### config.mk
export PLATFORM = sky130hd
export DESIGN_NAME = cpc_clock_prescale_control
export DESIGN_NICKNAME = d
export VERILOG_FILES = /design/src/design/cpc_pkg.sv /design/src/design/cpc_clock_prescale_control.sv
export SDC_FILE = /design/constraint.sdc
export NUM_CORES = 1
export LEC_CHECK = 0
export ABC_AREA = 1
export BUFFER_PORTS_ARGS = -buffer_cell sky130_fd_sc_hd__buf_2
export CORE_ASPECT_RATIO = 1.25
export CORE_MARGIN = 10
export CORE_UTILIZATION = 50
export DETAILED_ROUTE_END_ITERATION = 8
export PLACE_DENSITY = 0.74
export SYNTH_ARGS = -nofsm -noshare
export SYNTH_HDL_FRONTEND = slang
export SYNTH_SLANG_ARGS = --single-unit
### constraint.sdc
create_clock -name pclk -period 3.5 [get_ports pclk]
set_input_delay 0.525 -clock pclk [delete_from_list [all_inputs] [get_ports pclk]]
set_output_delay 0.525 -clock pclk [all_outputs]
set_load 0.02 [all_outputs]
### src/design/cpc_pkg.sv
// Package for the clock and prescaler control block.
// Assumes an APB slave with 32-bit data; every register takes one word.
package cpc_pkg;
	// Byte offsets (printed offset 0x31 is not a multiple of four: index*4)
	localparam logic [7:0] CPC_TRIM_IDX = 8'h31;
	localparam logic [11:0] CPC_TRIM_ADDR = {2'b00, CPC_TRIM_IDX, 2'b00};
	localparam logic [11:0] CPC_SFR_ADDR = 12'h000;
	localparam logic [11:0] CPC_CPU_ADDR = 12'h004;
	localparam logic [11:0] CPC_ASYNC_ADDR = 12'h008;
	localparam logic [11:0] CPC_TSEL_ADDR = 12'h00c;
	localparam logic [11:0] CPC_CMD_ADDR = 12'h010;
	localparam logic [11:0] CPC_STAT_ADDR = 12'h014;
	localparam logic [11:0] CPC_FLAG_ADDR = 12'h018;
	localparam logic [11:0] CPC_MASK_ADDR = 12'h01c;
	// Special function register fields
	localparam int CPC_SFR_CMUX_BIT = 3;
	localparam int CPC_SFR_PUD_BIT = 2;
	localparam int CPC_SFR_PSR_ASYNC_BIT = 1;
	localparam int CPC_SFR_PSR_SHARED_BIT = 0;
	// CPU control fields
	localparam int CPC_CPU_SE_BIT = 7;
	localparam int CPC_CPU_SM_LSB = 4;
	localparam int CPC_CPU_CONV_BIT = 0;
	// Command register fields
	localparam int CPC_CMD_SLEEP_BIT = 0;
	localparam int CPC_CMD_WAKE_BIT = 1;
	// Reset values
	localparam logic [7:0] CPC_TRIM_RST = 8'h00;
	localparam logic [7:0] CPC_REG_RST = 8'h00;
	// Timing
	localparam int CPC_WAKE_FAST_CYC = 6;
	localparam int CPC_SHARED_BITS = 10;
	localparam int CPC_ASYNC_BITS = 10;
	typedef enum logic [2:0] {
		CPC_SM_IDLE, CPC_SM_NOISE, CPC_SM_PDOWN, CPC_SM_PSAVE,
		CPC_SM_RSV4, CPC_SM_RSV5, CPC_SM_STBY, CPC_SM_XSTBY
	} cpc_sleep_mode_t;
	typedef struct packed {
		logic main_osc_run;
		logic timer2_run;
		logic cpu_halt;
	} cpc_power_t;
endpackage

### src/design/cpc_clock_prescale_control.sv
// Clock-side control: sleep states, RC trim, special function bits and
// the timer 0/1 and timer 2 prescalers, with APB register access.
// Assumes the timer oscillator pin and external timer 0 input are async
// to pclk and are slower than pclk; the crystal mode is modelled as
// pin samples, so async prescaling still runs on pclk enables.
//
// Functional notes
// - Sleep mode 110 with crystal option enters standby, oscillator kept running
// - Wake from standby takes six clock cycles
// - Mode 111 with crystal enters extended standby; oscillator kept; six cycles
// - Trim value zero lowest frequency, 0xff highest, increasing in between
// - Watchdog and reset time-out stay on watchdog oscillator with RC clock
// - Special function bits 7..4 always read zero
// - Comparator negative input: converter mux when enabled and converter off
// - Pull-up disable forces all pull-ups off
// - Writing one resets timer 2 prescaler; hardware clears; zero ignored
// - Async reset bit reads zero in sync mode, one until reset done
// - Shared prescaler reset hits timers 0 and 1, reads zero always
// - Shared 10-bit prescaler gives ck, /8, /64, /256, /1024, ext, stop
// - Timer 2 source is main clock, or oscillator pin when async selected
// - Async select detaches both oscillator pins from port function
// - Timer 2 selects main, prescaled main, pin clock, or prescaled pin
// - External timer 0 input is sampled on rising cpu clock edges
// - Timer flags live in a flag register, enables in a mask register
// - Sleep only when enable bit set and sleep instruction executes
// - Power-down stops external oscillator; watchdog keeps running
//
// Design decision made here: the APB register port.
`timescale 1ns/1ps
module cpc_clock_prescale_control
	import cpc_pkg::*;
#(
	parameter int SHARED_BITS = CPC_SHARED_BITS,
	parameter int ASYNC_BITS = CPC_ASYNC_BITS
) (
	// Clock and reset
	input wire logic pclk,
	input wire logic presetn,
	// APB slave
	input wire logic psel,
	input wire logic penable,
	input wire logic pwrite,
	input wire logic [11:0] paddr,
	input wire logic [31:0] pwdata,
	output logic [31:0] prdata,
	output logic pready,
	output logic pslverr,
	// Straps and pins
	input wire logic crystal_option,
	input wire logic timer_osc_in_pin,
	input wire logic t0_ext_pin,
	input wire logic [7:0] timer_event,
	// Outputs to the rest of the chip
	output logic [7:0] rc_trim_value,
	output logic comparator_use_mux,
	output logic pullup_disable,
	output logic shared_tick_t0,
	output logic shared_tick_t1,
	output logic timer2_tick,
	output logic timer_osc_port_detach,
	output logic watchdog_on_wdt_osc,
	output logic main_osc_run,
	output logic timer2_run,
	output logic cpu_halt
);
	localparam logic [2:0] SEL_STOP = 3'h0;
	localparam logic [2:0] SEL_CK = 3'h1;
	localparam logic [2:0] SEL_8 = 3'h2;
	localparam logic [2:0] SEL_64 = 3'h3;
	localparam logic [2:0] SEL_256 = 3'h4;
	localparam logic [2:0] SEL_1024 = 3'h5;
	localparam logic [2:0] SEL_EXTF = 3'h6;

	typedef enum logic [1:0] {ST_RUN, ST_SLEEP, ST_WAKE} cpc_pwr_state_t;

	logic [7:0] trim_reg;
	logic cmux_reg, pud_reg, psr_async_reg;
	logic [7:0] cpu_reg;
	logic async_sel_reg;
	logic [2:0] t0_sel_reg, t1_sel_reg, t2_sel_reg;
	logic [7:0] flag_reg, mask_reg;
	logic [SHARED_BITS-1:0] shared_cnt_reg;
	logic [ASYNC_BITS-1:0] async_cnt_reg;
	logic [2:0] osc_sync_reg, t0_sync_reg;
	logic osc_prev_reg, t0_prev_reg;
	cpc_pwr_state_t pwr_state_reg;
	cpc_sleep_mode_t sleep_mode_reg;
	logic [2:0] wake_cnt_reg;
	logic wr_en, rd_en;
	logic shared_rst, async_rst;
	logic osc_edge, t0_rise, t0_fall;
	logic [SHARED_BITS:0] shared_inc;
	logic [ASYNC_BITS:0] async_inc;
	logic [7:0] sfr_rd;
	logic [31:0] rd_next;
	cpc_power_t pwr_next;

	assign wr_en = psel & penable & pwrite;
	assign rd_en = psel & ~penable & ~pwrite;
	assign shared_rst = wr_en && paddr == CPC_SFR_ADDR &&
		pwdata[CPC_SFR_PSR_SHARED_BIT];

	// Register file; no wait states, pready is registered high only in the access phase
	always_ff @(posedge pclk or negedge presetn) begin
		if (!presetn) begin
			trim_reg <= CPC_TRIM_RST;
			cmux_reg <= 1'b0;
			pud_reg <= 1'b0;
			cpu_reg <= CPC_REG_RST;
			async_sel_reg <= 1'b0;
			t0_sel_reg <= SEL_STOP;
			t1_sel_reg <= SEL_STOP;
			t2_sel_reg <= SEL_STOP;
			mask_reg <= CPC_REG_RST;
		end else if (wr_en) begin
			case (paddr)
				CPC_TRIM_ADDR: trim_reg <= pwdata[7:0];
				CPC_SFR_ADDR: begin
					cmux_reg <= pwdata[CPC_SFR_CMUX_BIT];
					pud_reg <= pwdata[CPC_SFR_PUD_BIT];
				end
				CPC_CPU_ADDR: cpu_reg <= pwdata[7:0];
				CPC_ASYNC_ADDR: async_sel_reg <= pwdata[3];
				CPC_TSEL_ADDR: begin
					t0_sel_reg <= pwdata[2:0];
					t1_sel_reg <= pwdata[6:4];
					t2_sel_reg <= pwdata[10:8];
				end
				CPC_MASK_ADDR: mask_reg <= pwdata[7:0];
				default: ;
			endcase
		end
	end

	// Timer flags: hardware set wins over write-one-to-clear
	always_ff @(posedge pclk or negedge presetn) begin
		if (!presetn) begin
			flag_reg <= CPC_REG_RST;
		end else begin
			for (int i = 0; i < 8; i++) begin
				if (timer_event[i]) begin
					flag_reg[i] <= 1'b1;
				end else if (wr_en && paddr == CPC_FLAG_ADDR && pwdata[i]) begin
					flag_reg[i] <= 1'b0;
				end
			end
		end
	end

	// Async prescaler reset: held until the next oscillator sample completes
	always_ff @(posedge pclk or negedge presetn) begin
		if (!presetn) begin
			psr_async_reg <= 1'b0;
		end else if (!async_sel_reg) begin
			psr_async_reg <= 1'b0;
		end else if (wr_en && paddr == CPC_SFR_ADDR &&
			pwdata[CPC_SFR_PSR_ASYNC_BIT]) begin
			psr_async_reg <= 1'b1;
		end else if (osc_edge) begin
			psr_async_reg <= 1'b0;
		end
	end
	// In sync mode the reset acts at once on the write
	assign async_rst = async_sel_reg ? (psr_async_reg & osc_edge) :
		(wr_en && paddr == CPC_SFR_ADDR && pwdata[CPC_SFR_PSR_ASYNC_BIT]);

	// Pin synchronisers; the first stage feeds only the second
	always_ff @(posedge pclk or negedge presetn) begin
		if (!presetn) begin
			osc_sync_reg <= 3'h0;
			t0_sync_reg <= 3'h0;
			osc_prev_reg <= 1'b0;
			t0_prev_reg <= 1'b0;
		end else begin
			osc_sync_reg <= {osc_sync_reg[1:0], timer_osc_in_pin};
			t0_sync_reg <= {t0_sync_reg[1:0], t0_ext_pin};
			if (osc_sync_reg[2] == osc_sync_reg[1]) begin
				osc_prev_reg <= osc_sync_reg[2];
			end
			if (t0_sync_reg[2] == t0_sync_reg[1]) begin
				t0_prev_reg <= t0_sync_reg[2];
			end
		end
	end
	assign osc_edge = async_sel_reg && osc_sync_reg[2] == osc_sync_reg[1] &&
		osc_sync_reg[2] && !osc_prev_reg;
	assign t0_rise = t0_sync_reg[2] == t0_sync_reg[1] && t0_sync_reg[2] &&
		!t0_prev_reg;
	assign t0_fall = t0_sync_reg[2] == t0_sync_reg[1] && !t0_sync_reg[2] &&
		t0_prev_reg;

	// Prescaler counters
	assign shared_inc = {1'b0, shared_cnt_reg} + 1'b1;
	assign async_inc = {1'b0, async_cnt_reg} + 1'b1;
	always_ff @(posedge pclk or negedge presetn) begin
		if (!presetn) begin
			shared_cnt_reg <= '0;
		end else if (shared_rst) begin
			shared_cnt_reg <= '0;
		end else begin
			shared_cnt_reg <= shared_inc[SHARED_BITS-1:0];
		end
	end
	// Timer 2 prescaler steps on main clock or on the pin clock edge
	always_ff @(posedge pclk or negedge presetn) begin
		if (!presetn) begin
			async_cnt_reg <= '0;
		end else if (async_rst) begin
			async_cnt_reg <= '0;
		end else if (!async_sel_reg || osc_edge) begin
			async_cnt_reg <= async_inc[ASYNC_BITS-1:0];
		end
	end

	// Tick when the low n bits roll over; those bits are all ones there and wrap on that edge
	function automatic logic shared_tap(input logic [2:0] sel,
		input logic [SHARED_BITS-1:0] cnt, input logic rise,
		input logic fall);
		case (sel)
			SEL_STOP: shared_tap = 1'b0;
			SEL_CK: shared_tap = 1'b1;
			SEL_8: shared_tap = cnt[2:0] == 3'h7;
			SEL_64: shared_tap = cnt[5:0] == 6'h3f;
			SEL_256: shared_tap = cnt[7:0] == 8'hff;
			SEL_1024: shared_tap = cnt[9:0] == 10'h3ff;
			SEL_EXTF: shared_tap = fall;
			default: shared_tap = rise;
		endcase
	endfunction
	function automatic logic async_tap(input logic [2:0] sel,
		input logic [ASYNC_BITS-1:0] cnt, input logic step);
		case (sel)
			3'h0: async_tap = 1'b0;
			3'h1: async_tap = step;
			3'h2: async_tap = step && cnt[2:0] == 3'h7;
			3'h3: async_tap = step && cnt[4:0] == 5'h1f;
			3'h4: async_tap = step && cnt[5:0] == 6'h3f;
			3'h5: async_tap = step && cnt[6:0] == 7'h7f;
			3'h6: async_tap = step && cnt[7:0] == 8'hff;
			default: async_tap = step && cnt[9:0] == 10'h3ff;
		endcase
	endfunction

	// Timer clock enables, registered
	always_ff @(posedge pclk or negedge presetn) begin
		if (!presetn) begin
			shared_tick_t0 <= 1'b0;
			shared_tick_t1 <= 1'b0;
			timer2_tick <= 1'b0;
		end else begin
			shared_tick_t0 <= !shared_rst &&
				shared_tap(t0_sel_reg, shared_cnt_reg, t0_rise, t0_fall);
			shared_tick_t1 <= !shared_rst &&
				shared_tap(t1_sel_reg, shared_cnt_reg, t0_rise, t0_fall);
			timer2_tick <= !async_rst && async_tap(t2_sel_reg, async_cnt_reg,
				!async_sel_reg || osc_edge);
		end
	end

	// Sleep controller: a write of the sleep command stands for the
	// instruction, a wake command for a valid wake-up condition
	always_ff @(posedge pclk or negedge presetn) begin
		if (!presetn) begin
			pwr_state_reg <= ST_RUN;
			sleep_mode_reg <= CPC_SM_IDLE;
			wake_cnt_reg <= 3'h0;
		end else begin
			case (pwr_state_reg)
				ST_RUN: begin
					if (wr_en && paddr == CPC_CMD_ADDR &&
						pwdata[CPC_CMD_SLEEP_BIT] && cpu_reg[CPC_CPU_SE_BIT]) begin
						pwr_state_reg <= ST_SLEEP;
						sleep_mode_reg <= cpc_sleep_mode_t'(
							cpu_reg[CPC_CPU_SM_LSB +: 3]);
					end
				end
				ST_SLEEP: begin
					if (wr_en && paddr == CPC_CMD_ADDR &&
						pwdata[CPC_CMD_WAKE_BIT]) begin
						pwr_state_reg <= ST_WAKE;
						wake_cnt_reg <= 3'(CPC_WAKE_FAST_CYC - 1);
					end
				end
				ST_WAKE: begin
					if (wake_cnt_reg == 3'h0) begin
						pwr_state_reg <= ST_RUN;
					end else begin
						wake_cnt_reg <= wake_cnt_reg - 3'h1;
					end
				end
				default: pwr_state_reg <= ST_RUN;
			endcase
		end
	end

	// Power controls from the current sleep state
	always_comb begin
		pwr_next = '{main_osc_run: 1'b1, timer2_run: 1'b1, cpu_halt: 1'b0};
		if (pwr_state_reg != ST_RUN) begin
			pwr_next.cpu_halt = 1'b1;
		end
		if (pwr_state_reg == ST_SLEEP) begin
			case (sleep_mode_reg)
				CPC_SM_PDOWN: begin
					pwr_next.main_osc_run = 1'b0;
					pwr_next.timer2_run = 1'b0;
				end
				CPC_SM_PSAVE: begin
					pwr_next.main_osc_run = 1'b0;
					pwr_next.timer2_run = async_sel_reg;
				end
				CPC_SM_STBY: begin
					pwr_next.main_osc_run = crystal_option;
					pwr_next.timer2_run = 1'b0;
				end
				CPC_SM_XSTBY: begin
					pwr_next.main_osc_run = crystal_option;
					pwr_next.timer2_run = async_sel_reg;
				end
				default: ;
			endcase
		end
	end

	assign sfr_rd = {4'h0, cmux_reg, pud_reg, psr_async_reg, 1'b0};
	always_comb begin
		case (paddr)
			CPC_TRIM_ADDR: rd_next = {24'h0, trim_reg};
			CPC_SFR_ADDR: rd_next = {24'h0, sfr_rd};
			CPC_CPU_ADDR: rd_next = {24'h0, cpu_reg};
			CPC_ASYNC_ADDR: rd_next = {28'h0, async_sel_reg, 3'h0};
			CPC_TSEL_ADDR: rd_next = {21'h0, t2_sel_reg, 1'b0, t1_sel_reg,
				1'b0, t0_sel_reg};
			CPC_STAT_ADDR: rd_next = {28'h0, pwr_state_reg != ST_RUN,
				sleep_mode_reg};
			CPC_FLAG_ADDR: rd_next = {24'h0, flag_reg};
			CPC_MASK_ADDR: rd_next = {24'h0, mask_reg};
			default: rd_next = 32'h0;
		endcase
	end

	// Bus answers and chip outputs, all from flip-flops
	always_ff @(posedge pclk or negedge presetn) begin
		if (!presetn) begin
			prdata <= 32'h0;
			pready <= 1'b0;
			pslverr <= 1'b0;
		end else begin
			pready <= psel & ~penable;
			pslverr <= 1'b0;
			if (rd_en) begin
				prdata <= rd_next;
			end
		end
	end
	always_ff @(posedge pclk or negedge presetn) begin
		if (!presetn) begin
			rc_trim_value <= CPC_TRIM_RST;
			comparator_use_mux <= 1'b0;
			pullup_disable <= 1'b0;
			timer_osc_port_detach <= 1'b0;
			watchdog_on_wdt_osc <= 1'b1;
			main_osc_run <= 1'b1;
			timer2_run <= 1'b1;
			cpu_halt <= 1'b0;
		end else begin
			rc_trim_value <= trim_reg;
			comparator_use_mux <= cmux_reg & ~cpu_reg[CPC_CPU_CONV_BIT];
			pullup_disable <= pud_reg;
			timer_osc_port_detach <= async_sel_reg;
			watchdog_on_wdt_osc <= 1'b1;
			main_osc_run <= pwr_next.main_osc_run;
			timer2_run <= pwr_next.timer2_run;
			cpu_halt <= pwr_next.cpu_halt;
		end
	end
endmodule

### Yosys cells after proc, flatten, opt, wreduce, memory -nomap -nowiden

Cells that the tools add are included.

| word-level totals | value |
|---|---|
| logic and storage cells | 202 |
| bits of input ports | 60 |
| flip-flop bits (word level) | 131 |

| cells by class | value |
|---|---|
| $add $sub $neg | 3 |
| bitwise operators | 9 |
| multiplexer cells | 37 |
| reduce and logical (&&, ||, !) cells | 65 |
| equality and inequality tests | 49 |

Operators by type and width:

| kind | number |
|---|---|
| $pmux W11 S8 | 1 |
| $eq A12 B5 Y1 const B | 4 |
| $eq A3 B3 Y1 const B | 13 |
| $logic_and A1 B1 Y1 | 32 |
| $mux W10 | 3 |
| $eq A12 B4 Y1 const B | 2 |
| $eq A3 B2 Y1 const B | 8 |
| $reduce_bool A2 Y1 | 11 |
| $mux W1 | 21 |
| $pmux W1 S7 | 3 |
| $add A10 B1 Y10 const B | 2 |
| $eq A10 B10 Y1 const B | 2 |
| $eq A8 B8 Y1 const B | 2 |
| $reduce_and A2 Y1 | 7 |
| $eq A12 B3 Y1 const B | 1 |
| $eq A12 B8 Y1 const B | 1 |
| $eq A6 B6 Y1 const B | 2 |
| $logic_not A12 Y1 | 1 |
| $logic_not A3 Y1 | 4 |
| $eq A3 B1 Y1 const B | 3 |
| $mux W2 | 4 |
| $ne A2 B2 Y1 const B | 4 |
| $pmux W2 S4 | 1 |
| $eq A7 B7 Y1 const B | 1 |
| 15 further kinds | 30 |

### Logic depth before layout (Yosys ltp)

Gate-level depths: netlist of the first run.

| logic depth | value |
|---|---|
| word-level depth | 8 |
| depth in mapped cells | 10 |
| gate-level depth less buffers | 10 |

### Worst setup path after synthesis of the first run

OpenSTA, ideal clock, no wires.

| timing | value |
|---|---|
| path type | in2reg |
| start point | in paddr[5] |
| end point | reg t2_sel_reg[0] |
| stages | 5 |
| path buffers | 0 |
| setup slack | 1997 ps |
| data required time | 3372 ps |
| arrival time | 1376 ps |
| cells stage by stage | nor2_2 -> nand2_4 -> nor2_8 -> nand3_2 -> mux2_1 |

| between the ends | value |
|---|---|
| word-level cells in the longest chain between the ends | 2 |

RTL lines:

| what | RTL line | source |
|---|---|---|
| from (decl) | cpc_clock_prescale_control.sv:43 | `input wire logic [11:0] paddr,` |
| $eq A12 B4 Y1 | cpc_clock_prescale_control.sv:116 | `case (paddr)` |
| $reduce_and A2 Y1 (no line) | - |  |
| to (signal assigned) | cpc_clock_prescale_control.sv:127 | `t2_sel_reg <= pwdata[10:8];` |
| to (decl) | cpc_clock_prescale_control.sv:80 | `logic [2:0] t0_sel_reg, t1_sel_reg, t2_sel_reg;` |

No other way between the ends.
A chain may end at the register's enable or synchronous reset.

### Worst setup path in the final report of the first run

| timing | value |
|---|---|
| start point | in paddr[9] |
| end point | reg t2_sel_reg[2] |

The elaborated chain is that of the path after synthesis.

==> flow_summary.yaml, run 1 <==
run_status:
  status: "finished clean"
layout:
  mostFrequentLayoutCells: "nand2_1, dfrtp_1, inv_1"
  fin_nets: 756
  fillers: 980
  mostFrequentLayoutCell: "nand2_1"
  largest_register_ffs: 11
  antenna_cells: 0
  areaGrowthSynthToFinish_pct: 11.7
  drive_gt1_frac: 0.188
die:
  core-area_sq_um: 10600
  fp.dieW_um: 113
  rows: 42
  initial_core_util: 0.510
  die_h_um: 136
  die-area_sq_um: 15400
  io_pins: 112
cts:
  ctsHoldBuffers: 0
  post_cts_resized: 0
  clock_path_buffers: 2
  cts.sinks: 110
  clock_latency_ns: 0.35
  cts_buffers: 9
  cts_root_buf: "clkbuf_16"
  cts_max_level: 3
  cts_tree: "yes"
  path_clk_slew_ns: 0.07
  postCtsSetupRepairBufs: 0
sta:
  maxSlewViolCount: 0
  setup_tns_ns: 0
  fin_worst_skew_ns: 0.00502
  setup_viol: 0
  period_minus_slack_ns: 1.85
  fmax_mhz: 540
  slew_headroom: 0.302
  rsz0062_at_grt: "no"
  worst_slew_pin_slew_ns: 1.05
  final-hold-violation-count: 0
  fin_crit_sh: 0.529
  whs_ns: 0.279
hold_path:
  hp-class: "input pin to register"
yosys:
  syn_avg_cell_area_sq_um: 8.75
  synth-seq-area-share: 0.509
  yosys_warnings: 0
  ys_types: 40
  syn_area_sq_um: 5410
  ys_seq_elements: 110
  synthCells: 619
placed_design:
  gp_congestion: 0.888
  numPortBuffers: 67
  hpwl_mm: 9.24
setup_path:
  critPathCaptureType: "register"
  cp_max_fo: 43
  cp.arrival_ns: 2.08
  worstSetupStartpointType: "input pin"
  critPathRequiredTime_ns: 3.73
  critPathKind: "input pin to register"
pwr:
  p_per_area_nw_per_um2: 449
  peakVddDrop_mv: 0.207
  power.leakage_nw: 3.14
global_route:
  grt_overflow: 0
  grt_antenna_before_repair: 0
  grt_pass1_wl_mm: 20.4
  grt_pass1_vias: 4266
  grt_max_degree: 85
  grt.total_usage: 0.162
route:
  drt_iter0_markers: 320
  wl_per_cell_um: 14.8
  antenna_left: 0
  wirelength_mm: 12.2
  vias_per_cell: 5.16
  drc: 0
  vias: 4249
  first_pass_iters: 7
run:
  drv_cap: 0
-- power by group --
part / internal (W) / switching, W / leakage (nW)
combinational: 0.000113 / 0.000213 / 1.59
sequential: 0.00135 / 0.0000775 / 1.42
clock: 0.000524 / 0.000441 / 0.133
-- metrics by stage --
step	utilization	total power [W]	std cells	instance area, sq um	setup WS, ns
final	0.570	0.00272	824	6050	1.65
after detailed placement	0.543	0.00177	808	5770	1.32
after floorplan	-	0.00168	640	5490	2.00
after CTS	0.570	0.00274	824	6050	1.69
after global placement	0.543	0.00175	808	5770	1.37
after global routing	0.570	0.00285	824	6050	1.54
-- per-layer routing --
metal  share of wire  track usage  vias up
met3           0.047       0.0379       20
met2            0.53        0.284      118
met5               0            0        -
met4           0.023       0.0692        0
met1            0.40        0.183     2012
li1                -            -     2099
-- critical path, stage by stage --
cell	delay, ns
buf_2	0.10
nor2_1	0.12
nand2_2	0.13
inv_4	0.37
nand3_2	0.38
mux2_1	0.43
-- path summary, 6_finish.rpt --
path                                            from                           end  slack [ns]  cells past startpoint
max                                         paddr[9]     t2_sel_reg[2]$_DFFE_PN0P_        1.65                      6
max in group asynchronous                    presetn   shared_cnt_reg[6]$_DFF_PN0_        2.34                      2
min                                 timer_osc_in_pin     osc_sync_reg[0]$_DFF_PN0_        0.28                      1
max reg2reg                async_sel_reg$_DFFE_PN0P_  async_cnt_reg[5]$_DFFE_PN0P_        1.91                      5
min in group asynchronous                    presetn     osc_sync_reg[0]$_DFF_PN0_        0.35                      1
min reg2reg                 t0_sync_reg[0]$_DFF_PN0_      t0_sync_reg[1]$_DFF_PN0_        0.36                      0
-- kinds of logic (layout without fill, tap and decap cells) --
kind of cell / after synthesis / after routing / synth area share
xor+xnor: 3 / 3 / 0.00485
flops: 110 / 110 / 0.509
compound gates: 79 / 79 / 0.0883
other cells: 2 / 23 / 0.00139
fa+ha+maj: 10 / 10 / 0.0226
simple gates: 302 / 302 / 0.268
buf+inv: 109 / 161 / 0.0982
mux: 4 / 4 / 0.00809
-- area by class of cell --
type                    count  area (sq um)  share of cell area
inverters                  76           288              0.0476
well taps                 132           165              0.0273
flip-flops and latches    110          2760               0.456
clock inverters             2          16.3             0.00269
multi-input cells         421          2210               0.365
clock buffers              14           264              0.0437
repair buffers             69           353              0.0583
-- synthesized netlist by cell type (all sizes together) --
library cell,number,area [sq um]
buf,33,244
o2111ai,1,8.76
nor3,13,75.1
nor4,1,6.26
xor2,3,26.3
o21bai,1,7.51
nand2,147,589
nor3b,2,15.0
a31oi,1,6.26
nand3,73,405
a21oi,10,50.1
mux2,3,33.8
ha,9,113
dfstp,2,52.6
dfrtp,108,2700
maj3,1,10.0
or2,1,6.26
o21ai,59,355
and3,4,25.0
o22ai,2,12.5
conb,2,7.51
mux2i,1,10.0
nand4,8,50.1
nor2,53,277
inv,76,288
o31ai,5,37.5
No activity file was read; power rests on OpenSTA's default activity.
==> run 2: changes to the inputs <==
--- a/config.mk
+++ b/config.mk
@@ -11,7 +11,7 @@
 export CORE_MARGIN = 10
 export CORE_UTILIZATION = 50
 export DETAILED_ROUTE_END_ITERATION = 8
-export PLACE_DENSITY = 0.74
+export PLACE_DENSITY = 0.77
 export SYNTH_ARGS = -nofsm -noshare
 export SYNTH_HDL_FRONTEND = slang
 export SYNTH_SLANG_ARGS = --single-unit
==> constraint.sdc (replaced) <==
create_clock -name pclk -period 1.7 [get_ports pclk]
set_input_delay 0.255 -clock pclk [delete_from_list [all_inputs] [get_ports pclk]]
set_output_delay 0.255 -clock pclk [all_outputs]
set_load 0.02 [all_outputs]
==> flow_summary.yaml, run 2 (synthesis results as in run 1) <==
route:
  wl_per_cell_um: 15.3
  antenna_left: 0
  vias: 4378
  vias_per_cell: 5.26
  first_pass_iters: 5
  drc: 0
  wirelength_mm: 12.7
  drt_iter0_markers: 272
layout:
  final_cells: 832
  fillers: 945
  mostFrequentLayoutCell: "nand2_1"
  fin_nets: 764
  mostFrequentLayoutCells: "nand2_1, dfrtp_1, inv_1"
  antenna_cells: 0
  drive_gt1_frac: 0.199
  seq_area_sq_um: 2760
  final_util: 0.583
  multi_input_area_sq_um: 2210
  largest_register_ffs: 11
  areaGrowthSynthToFinish_pct: 14.3
global_route:
  grt_pass1_vias: 4465
  grt_max_degree: 52
  grt.total_usage: 0.168
  grt_pass1_wl_mm: 21.0
  grt_overflow: 0
  grt_antenna_before_repair: 0
cts:
  clock_latency_ns: 0.35
  cts_max_level: 3
  cts_buffers: 9
  path_clk_slew_ns: 0.07
  cts_root_buf: "clkbuf_16"
  clock_path_buffers: 2
  cts_tree: "yes"
  cts.sinks: 110
pwr:
  net-switching-power_w: 0.00152
  p_int_w: 0.00435
  power.leakage_nw: 3.22
  combPwrFrac: 0.120
  peakVddDrop_mv: 0.612
  seqPwrFrac: 0.500
  power_w: 0.00587
  p_clk_frac: 0.380
  p_per_area_nw_per_um2: 949
  swShare: 0.258
sta:
  maxSlewViolCount: 0
  fin_worst_skew_ns: 0.00573
  final-hold-violation-count: 0
  fin_crit_sh: 0.917
  period_minus_slack_ns: 1.56
  fmax_mhz: 642
  rsz0062_at_grt: "no"
  setup_viol: 0
  whs_ns: 0.0150
  setup_tns_ns: 0
placed_design:
  dp_cells: 815
  hpwl_mm: 9.64
  numPortBuffers: 67
  gp_congestion: 0.898
setup_path:
  regToRegEndpoint: "timer2_tick$_DFF_PN0_"
  critPathRequiredTime_ns: 1.93
  cp.arrival_ns: 1.79
  critPathKind: "register to register"
  worstSetupStartpointType: "register"
  reg2reg_slack_ns: 0.14
  rr_worst_depth: 8
  critPathLaunch: "async_cnt_reg[0]$_DFFE_PN0P_"
  r2r_start: "async_cnt_reg[0]$_DFFE_PN0P_"
  cp_max_fo: 5
  critPathCaptureType: "register"
  crit_end: "timer2_tick$_DFF_PN0_"
die:
  core-area_sq_um: 10600
  initial_core_util: 0.510
  fp.dieW_um: 113
  io_pins: 112
  die_h_um: 136
  die-area_sq_um: 15400
  rows: 42
run:
  drv_cap: 0
run_status:
  status: "finished clean"
hold_path:
  hp-class: "input pin to register"
==> run 2: cell types whose count changed in the layout (fill, tap and decap cells not counted) <==
cell and delta:
nor2_2 +1, buf_4 +4, clkinvlp_4 -1, clkinv_2 +2
dlygate4sd3_1 +1, bufinv_16 +2, clkbuf_1 -1, clkbuf_8 -1
clkinv_4 -1, buf_12 +3, nor2_1 -1
==> run 2: layout make-up <==
type | instances | area share
flip-flops and latches | 110 | 0.445
multi-input cells | 421 | 0.357
repair buffers | 77 | 0.0732
inverters | 76 | 0.0465
clock buffers | 12 | 0.0398
well taps | 132 | 0.0267
clock inverters | 4 | 0.0113
==> run 2: per-layer routing <==
layer,share of wire,track usage,vias up
li1,-,-,2122
met1,0.39,0.182,2093
met2,0.53,0.301,130
met3,0.045,0.0340,33
met4,0.030,0.0862,0
met5,0,0,-
==> run 2: worst max-delay path, stage by stage (launching register included) <==
cell and delay (ns):
dfrtp_1 0.43, ha_1 0.24, nand3_1 0.11, inv_1 0.08, ha_1 0.18, o21ai_0 0.16, nand4_1 0.12, nand2_1 0.08
nor2_1 0.04
==> run 2: power by group through the flow <==
stage / clock, W / sequential (W) / combinational (W)
floorplan: 0 / 0.00294 / 0.000516
global placement: 0 / 0.00297 / 0.000655
detailed placement: 0 / 0.00297 / 0.000706
CTS: 0.00227 / 0.00293 / 0.000710
global route: 0.00237 / 0.00295 / 0.000825
finish: 0.00223 / 0.00293 / 0.000707
==> run 2: worst min-delay path by stage <==
| stage | from | endpoint | cells after the start |
|---|---|---|---|
| floorplan | presetn | async_cnt_reg[0]$_DFFE_PN0P_ | 0 |
| global placement | presetn | osc_sync_reg[0]$_DFF_PN0_ | 1 |
| detailed placement | presetn | rc_trim_value[7]$_DFF_PN0_ | 1 |
| CTS | timer_osc_in_pin | osc_sync_reg[0]$_DFF_PN0_ | 1 |
| global route | timer_osc_in_pin | osc_sync_reg[0]$_DFF_PN0_ | 1 |
| finish | timer_osc_in_pin | osc_sync_reg[0]$_DFF_PN0_ | 1 |
==> run 2: what timing repair did <==
| action | 4_1_cts | 5_1_grt |
|---|---|---|
| hold buffers | 1 | 0 |
| hold endpoints to repair | 12 | 0 |
| gates resized for setup | 0 | 1 |
| setup endpoints to repair | 0 | 2 |
| buffers inserted | 0 | 0 |
==> run 2: through the flow <==
step                cell area [sq um]  setup WS [ns]
floorplan                        5490          0.304
global placement                 5860          0.139
detailed placement               5860         0.0573
CTS                              6180          0.101
global route                     6190         0.0302
finish                           6190          0.141
